--- src/common/ahpc_map.vh ---
// Constants for the converter host port control block
`ifndef AHPC_MAP_VH
`define AHPC_MAP_VH

`define AHPC_DATA_W         10
`define AHPC_STRB_W         3
`define AHPC_STRB_IDLE      3'h7
`define AHPC_CTRL_RESET     10'h000
`define AHPC_STATUS_MODE    9
`define AHPC_SIMUL_BIT      6
`define AHPC_CHAN_LSB       0
`define AHPC_CHAN_MSB       2
`define AHPC_CHAN_W         3
`define AHPC_CONV_CYCLES    8'h13
`define AHPC_CNT_W          8
`define AHPC_CNT_ZERO       8'h00
`define AHPC_CNT_ONE        8'h01

`endif

--- src/hw/ahpc_sync2.v ---
// Two-stage synchroniser for a vector of pin inputs
module ahpc_sync2 #(
	parameter         W       = 1,
	parameter [W-1:0] RST_VAL = {W{1'b1}}
) (
	// Clock and reset
	input  wire         sys_clk_in,
	input  wire         reset_in,
	// Data
	input  wire [W-1:0] async_in,
	output wire [W-1:0] sync_out
);
	reg [W-1:0] meta_q;
	reg [W-1:0] sync_q;
	genvar i;

	// Per-bit two flip-flop chain; reset value is a constant per instance
	generate
		for (i = 0; i < W; i = i + 1) begin : g_bit
			always @(posedge sys_clk_in or posedge reset_in) begin
				if (reset_in) begin
					meta_q[i] <= RST_VAL[i];
					sync_q[i] <= RST_VAL[i];
				end else begin
					meta_q[i] <= async_in[i];
					sync_q[i] <= meta_q[i];
				end
			end
		end
	endgenerate

	assign sync_out = sync_q;
endmodule // ahpc_sync2

--- src/hw/ahpc_port_ctrl.v ---
// Host port, control register and conversion status of the converter
// Contract
// Read and write strobes are obeyed only while chip select is low.
// The data bus carries results to the host on reads and control words from it on writes.
// The control register captures the bus word at the rising edge of the write strobe.
// Each write strobe rising edge starts acquisition and conversion with no further action.
// The status output is active low, busy-like when the mode bit is 0, interrupt-like when 1.
// In busy mode status is low from conversion start until the (pair of) conversion(s) ends.
// In interrupt mode status goes low once the conversion or pair completes and stays low.
// In interrupt mode a falling write or read strobe returns status high.
// With chip select low the read strobe enables the bus drivers with the stored result.
// The control register is ten bits, write-only and cleared to zero at reset.
// The low three control bits hold the channel address.
// Bus drivers stay off unless a selected read is in progress.
`include "ahpc_map.vh"

module ahpc_port_ctrl (
	// Clock and reset
	input  wire                     sys_clk_in,
	input  wire                     reset_in,
	// Host strobes (pins, active low)
	input  wire                     chip_sel_n_in,
	input  wire                     write_n_in,
	input  wire                     read_n_in,
	// Host data bus, split into three signals
	input  wire [`AHPC_DATA_W-1:0]  host_data_bus_in,
	output wire [`AHPC_DATA_W-1:0]  host_data_bus_out,
	output wire                     host_data_bus_oe_out,
	// Converter core
	input  wire                     conv_done_in,
	input  wire [`AHPC_DATA_W-1:0]  conv_result_in,
	output wire                     conv_start_out,
	output wire [`AHPC_CHAN_W-1:0]  channel_address_field_out,
	output wire                     simul_sample_out,
	output wire [`AHPC_DATA_W-1:0]  ctrl_word_out,
	// Status pin (active low)
	output wire                     status_n_out
);
	// ---------------------------------------------------------------
	// Pin synchronisation
	// ---------------------------------------------------------------
	wire [`AHPC_STRB_W-1:0] strb_s;
	wire [`AHPC_DATA_W-1:0] data_s;
	wire                    cs_n_s;
	wire                    wr_n_s;
	wire                    rd_n_s;

	// Strobes reset to their idle (high) level so no false edge follows reset
	ahpc_sync2 #(
		.W       (`AHPC_STRB_W),
		.RST_VAL (`AHPC_STRB_IDLE)
	) u_strb_sync (
		.sys_clk_in (sys_clk_in),
		.reset_in   (reset_in),
		.async_in   ({chip_sel_n_in, write_n_in, read_n_in}),
		.sync_out   (strb_s)
	);

	ahpc_sync2 #(
		.W       (`AHPC_DATA_W),
		.RST_VAL (`AHPC_CTRL_RESET)
	) u_data_sync (
		.sys_clk_in (sys_clk_in),
		.reset_in   (reset_in),
		.async_in   (host_data_bus_in),
		.sync_out   (data_s)
	);

	assign cs_n_s = strb_s[2];
	assign wr_n_s = strb_s[1];
	assign rd_n_s = strb_s[0];

	// ---------------------------------------------------------------
	// Strobe edge detection
	// ---------------------------------------------------------------
	reg  wr_n_q;
	reg  rd_n_q;
	reg  data_q;
	wire sel_w;
	wire wr_rise;
	wire wr_fall;
	wire rd_fall;

	// Previous strobe levels, taken after the synchroniser only
	always @(posedge sys_clk_in or posedge reset_in) begin
		if (reset_in) begin
			wr_n_q <= 1'b1;
			rd_n_q <= 1'b1;
		end else begin
			wr_n_q <= wr_n_s;
			rd_n_q <= rd_n_s;
		end
	end

	// select gates strobes
	assign sel_w   = ~cs_n_s;
	assign wr_rise = sel_w & ~wr_n_q & wr_n_s;
	assign wr_fall = sel_w & wr_n_q & ~wr_n_s;
	assign rd_fall = sel_w & rd_n_q & ~rd_n_s;

	// ---------------------------------------------------------------
	// Control register
	// ---------------------------------------------------------------
	reg [`AHPC_DATA_W-1:0] ctrl_q;

	// latch on rise; R10 cleared at reset
	// Data passes the same two stages as the strobes, so it stays aligned
	always @(posedge sys_clk_in or posedge reset_in) begin
		if (reset_in)
			ctrl_q <= `AHPC_CTRL_RESET;
		else if (wr_rise)
			ctrl_q <= data_s;
	end

	// channel address field
	assign channel_address_field_out = ctrl_q[`AHPC_CHAN_MSB:`AHPC_CHAN_LSB];
	assign simul_sample_out          = ctrl_q[`AHPC_SIMUL_BIT];
	assign ctrl_word_out             = ctrl_q;

	// ---------------------------------------------------------------
	// Conversion sequencer
	// ---------------------------------------------------------------
	localparam ST_IDLE  = 2'b00;
	localparam ST_START = 2'b01;
	localparam ST_CONV1 = 2'b10;
	localparam ST_CONV2 = 2'b11;

	reg [1:0]              state_q;
	reg [1:0]              state_d;
	reg                    start_q;
	reg                    start_d;
	reg [`AHPC_DATA_W-1:0] result_q;
	reg                    done_evt;

	// start on write rise; second conversion when simultaneous
	// A new write aborts any running conversion: the latest request wins
	always @* begin
		state_d  = state_q;
		start_d  = 1'b0;
		done_evt = 1'b0;
		case (state_q)
			ST_IDLE: begin
				state_d = ST_IDLE;
			end
			ST_START: begin
				state_d = ST_CONV1;
			end
			ST_CONV1: begin
				if (conv_done_in) begin
					if (ctrl_q[`AHPC_SIMUL_BIT]) begin
						state_d = ST_CONV2;
						start_d = 1'b1;
					end else begin
						state_d  = ST_IDLE;
						done_evt = 1'b1;
					end
				end
			end
			ST_CONV2: begin
				if (conv_done_in && !start_q) begin
					state_d  = ST_IDLE;
					done_evt = 1'b1;
				end
			end
			default: begin
				state_d = ST_IDLE;
			end
		endcase
		if (wr_rise) begin
			state_d = ST_START;
			start_d = 1'b1;
		end
	end

	always @(posedge sys_clk_in or posedge reset_in) begin
		if (reset_in) begin
			state_q <= ST_IDLE;
			start_q <= 1'b0;
		end else begin
			state_q <= state_d;
			start_q <= start_d;
		end
	end

	assign conv_start_out = start_q;

	// Result held for the host once a conversion reports done
	always @(posedge sys_clk_in or posedge reset_in) begin
		if (reset_in)
			result_q <= `AHPC_CTRL_RESET;
		else if (conv_done_in)
			result_q <= conv_result_in;
	end

	// ---------------------------------------------------------------
	// Status output
	// ---------------------------------------------------------------
	reg  pend_q;
	reg  status_n_q;
	wire busy_w;
	wire mode_w;

	assign busy_w = (state_q != ST_IDLE) | wr_rise;
	// Mode of the word being written applies from the write itself,
	// so a mode change never shows one cycle of the old behaviour
	assign mode_w = wr_rise ? data_s[`AHPC_STATUS_MODE] : ctrl_q[`AHPC_STATUS_MODE];

	// set on completion; R8 clear on strobe fall, set wins
	// Only interrupt mode records completions, so no stale flag survives a mode change
	always @(posedge sys_clk_in or posedge reset_in) begin
		if (reset_in)
			pend_q <= 1'b0;
		else if (done_evt & ctrl_q[`AHPC_STATUS_MODE])
			pend_q <= 1'b1;
		else if (wr_fall | rd_fall)
			pend_q <= 1'b0;
	end

	// mode select; R6 busy low while converting
	always @(posedge sys_clk_in or posedge reset_in) begin
		if (reset_in)
			status_n_q <= 1'b1;
		else if (mode_w)
			status_n_q <= ~pend_q;
		else
			status_n_q <= ~busy_w;
	end

	assign status_n_out = status_n_q;

	// ---------------------------------------------------------------
	// Data bus drive
	// ---------------------------------------------------------------
	// drive on selected read; R12 off otherwise (R2 direction)
	// Driven from synchronised levels and registered once more, so release lags the strobe by the sync depth plus one cycle
	always @(posedge sys_clk_in or posedge reset_in) begin
		if (reset_in)
			data_q <= 1'b0;
		else
			data_q <= sel_w & ~rd_n_s;
	end

	assign host_data_bus_oe_out = data_q;
	assign host_data_bus_out    = result_q;
endmodule // ahpc_port_ctrl

--- config.mk ---
export PLATFORM = sky130hd
export DESIGN_NAME = ahpc_port_ctrl
export DESIGN_NICKNAME = d
export VERILOG_FILES = /design/src/hw/ahpc_sync2.v /design/src/hw/ahpc_port_ctrl.v
export VERILOG_INCLUDE_DIRS = /design/src /design/src/common
export SDC_FILE = /design/constraint.sdc
export NUM_CORES = 1
export LEC_CHECK = 0
export BUFFER_PORTS_ARGS = -buffer_cell sky130_fd_sc_hd__buf_2
export CORE_MARGIN = 2
export CORE_UTILIZATION = 54
export DETAILED_ROUTE_END_ITERATION = 10
export GPL_TIMING_DRIVEN = 0
export PLACE_DENSITY_LB_ADDON = 0.08
export SKIP_LAST_GASP = 1
export SLEW_MARGIN = 15
export SYNTH_ARGS = -nofsm -noshare
export SYNTH_HDL_FRONTEND = slang
export SYNTH_HIERARCHICAL = 1
export SYNTH_SLANG_ARGS = --single-unit
--- constraint.sdc ---
create_clock -name sys_clk_in -period 3.9 [get_ports sys_clk_in]
set_input_delay 0.39 -clock sys_clk_in [delete_from_list [all_inputs] [get_ports sys_clk_in]]
set_output_delay 0.39 -clock sys_clk_in [all_outputs]
set_load 0.005 [all_outputs]
==> out/results.tsv <==
stage	metric	value	unit
timing	finalSetupViolations	0	
global_route	grt_pass1_vias	1038	
clock_network	cts_tree	built	
worst_setup_path	r2r_cells	3	
clock_network	insertion_delay	0.36	ns
clock_network	cts-root-buf	clkbuf_4	
routing	drc	0	
finish	layout.cells.non_filler	220	
clock_network	cts_resized	0	
routing	vias	1042	
hold_path	hold_start	write_n_in	
worst_setup_path	crit_end	ctrl_word_out[0]$_DFFE_PP0P_	
routing	avgRoutedWirePerCell	13.25	um
timing	hold_viol	0	
floorplanning	io_pins	53	
timing	worstMarginPinSlew	1.017	ns
power	ir_drop	0.2904	mV
global_route	grt.total_usage	16.86	%
finish	most-common-layout-cells	53 x buf_2, 45 x dfrtp_1, 13 x mux2_2	
floorplanning	die-area	0.003998	sq mm
clock_network	cts_buffers	5	
status	status	complete, no violations	
timing	worst_hold_slack	0.1022	ns
logic_synthesis	yosysWarnings	6	
clock_network	cts.path.max_buffers	2	
logic_synthesis	syn-cell-area	0.001894	sq mm
worst_setup_path	endpoint_kind	register	
floorplanning	start_util	56.32	%
worst_setup_path	crit_slowest_cell	dfstp_2	
floorplanning	core_area	0.003363	sq mm
worst_setup_path	path_class	register to register	
power	p_leak	1.146	nW
worst_setup_path	crit_chain	nor3b_4, buf_6, mux2_4	
timing	setup_tns	0	ns
finish	final_nets	204	
finish	final_common_cell	buf_2	
worst_setup_path	crit_start	u_strb_sync/sync_out[1]$_DFF_PP1_	
clock_network	post_cts_buffers	0	
finish	n_fill_cell	261	
timing	clock_skew	0.001587	ns
logic_synthesis	syn_avg_cell_area	16.62	sq um
finish	area_growth_syn_to_layout	22.66	%
worst_setup_path	crit_path_max_fanout	10	
finish	layout-drive-gt1-share	55.75	%
floorplanning	rows	21	
run	cap_violations	0	
clock_network	htreeDepth	2	
worst_setup_path	cp-start-kind	register	
hold_path	whs_path_depth	1	
place	post-dp-hpwl	2136	um
routing	avgViaCountPerCell	4.736	
floorplanning	die_y	63.23	um
routing	wl	2915	um
routing	first_pass_iters	3	
clock_network	cts_sinks	54	
timing	finalCritPeriodShare	39.94	%
hold_path	hp-class	primary input to register	
timing	rsz0062_at_grt	false	
timing	finalCriticalPeriod	1.558	ns
global_route	grt_max_degree	29	
worst_setup_path	regToRegStartpoint	u_strb_sync/sync_out[1]$_DFF_PP1_	
finish	multi_input_area	455.4	sq um
logic_synthesis	synthesis.instances	114	
timing	max_slew_margin	32.15	%
place	place_area	0.002212	sq mm
timing	fmax	641.9	MHz
logic_synthesis	synth.distinct_cells	25	
power	power_density	497.1	mW/mm^2
worst_setup_path	worstPathRequired	4.17	ns
global_route	gr-total-overflow	0	
global_route	grt_antenna_before_repair	0	
floorplanning	die_x	63.23	um
place	io_buffers	52	
worst_setup_path	ff2ff_setup_slack	2.34	ns
place	finalWeightedCongestion	0.7948	
logic_synthesis	ys_seq_elements	54	
finish	antenna_cells	0	
logic_synthesis	yosysSeqAreaShare	71.93	%
routing	first_iter_violations	34	
timing	finalMaxSlewViolations	0	
logic_synthesis	syn_nets	145	
clock_network	hold_buffers	0	
global_route	grt_pass1_wl	5009	um
place	dp.cells	212	
clock_network	path_clk_slew	0.14	ns
worst_setup_path	cp_data_arrival_time	1.83	ns
worst_setup_path	cpPeakStageDelay	0.59	ns
worst_setup_path	reg2reg_to	ctrl_word_out[0]$_DFFE_PP0P_	
finish	regArea	0.001363	sq mm
finish	finalInstanceArea	0.002323	sq mm
routing	detail-route-antenna-nets	0	
## worst max-delay path: cells and delay by family (launching register included)
kind          cells  cell delay (ns)
buf+inv           1             0.22
flops             1             0.59
mux               1             0.30
simple gates      1             0.35
## cell usage after synthesis
library cell | number | area share, %
nand2_1 | 1 | 0.20
a21boi_2 | 1 | 0.59
mux2_4 | 6 | 4.8
a22oi_1 | 1 | 0.40
a31o_2 | 1 | 0.46
o211ai_1 | 2 | 0.79
buf_4 | 4 | 1.6
dfstp_2 | 9 | 12
nor3b_1 | 1 | 0.40
ha_1 | 5 | 3.3
o22ai_1 | 1 | 0.33
a21oi_1 | 2 | 0.53
dfrtp_1 | 45 | 59
nor2_1 | 2 | 0.40
or3_1 | 2 | 0.66
o211a_1 | 1 | 0.53
buf_6 | 1 | 0.59
buf_2 | 1 | 0.26
o21ai_0 | 1 | 0.26
nand2b_1 | 2 | 0.66
mux2_2 | 13 | 7.7
inv_1 | 8 | 1.6
nor3b_4 | 1 | 0.99
nor3_1 | 1 | 0.26
a21o_1 | 2 | 0.79
## cell families after synthesis
kind of cell / share of synthesized area (%)
AOI/OAI and AO/OA: 4.689
DFF: 71.93
muxes: 12.48
adders and majority gates: 3.303
and+or+nand+nor: 3.566
buffers and inverters: 4.029
## layer usage
| layer | global-route usage (%) | wire (um) | share of wire (%) | up-vias |
|---|---|---|---|---|
| met4 | 8.967 | 91 | 3.1 | 0 |
| met2 | 25.00 | 1398 | 48 | 40 |
| met3 | 5.893 | 172 | 5.9 | 10 |
| met1 | 22.03 | 1253 | 43 | 497 |
| li1 | - | - | - | 495 |
| met5 | 0 | 0 | 0 | - |
## registers in the layout, indices dropped and copies added, names as in the netlist
name,cells
status_n_out,1
ctrl_word_out,10
u_strb_sync/meta_q,3
state_q,2
u_data_sync/meta_q,10
wr_n_q,1
u_data_sync/sync_out,10
u_strb_sync/sync_out,3
host_data_bus_oe_out,1
host_data_bus_out,10
conv_start_out,1
pend_q,1
rd_n_q,1
## cell type report
class                   instances  share of cell area (%)
well taps                      46                   2.477
clock inverters                 2                   2.585
clock buffers                   6                   2.208
flip-flops and latches         54                   58.64
repair buffers                 52                   11.20
multi-input cells              46                   19.60
inverters                       8                   1.292
plain buffers                   6                   1.992
## per-stage QoR
step / total power, mW / setup WS [ns] / utilization [%]
2_1_floorplan: 0.7181 / 2.485 / -
3_3_place_gp: 0.7790 / 2.384 / 65.77
3_5_place_dp: 0.7859 / 2.357 / 65.77
4_1_cts: 1.168 / 2.340 / 69.08
5_1_grt: 1.213 / 2.261 / 69.08
6_report: 1.155 / 2.342 / 69.08
## worst min path at each step
stage / to / slack (ns)
after floorplan: u_data_sync/sync_out[0]$_DFF_PP0_ / 0.33
after global placement: u_data_sync/sync_out[8]$_DFF_PP0_ / 0.33
after detailed placement: u_data_sync/sync_out[0]$_DFF_PP0_ / 0.34
after CTS: u_strb_sync/meta_q[1]$_DFF_PP1_ / 0.08
after global routing: u_strb_sync/meta_q[0]$_DFF_PP1_ / 0.06
final: u_strb_sync/meta_q[1]$_DFF_PP1_ / 0.10
## report_power, final
| part | internal, mW | switching [mW] | leakage [nW] |
|---|---|---|---|
| combinational | 0.0806 | 0.0515 | 0.456 |
| clock | 0.217 | 0.166 | 0.0585 |
| sequential | 0.612 | 0.0276 | 0.631 |
| total | 0.910 | 0.245 | 1.15 |
Power figures use the tool's default switching activity.
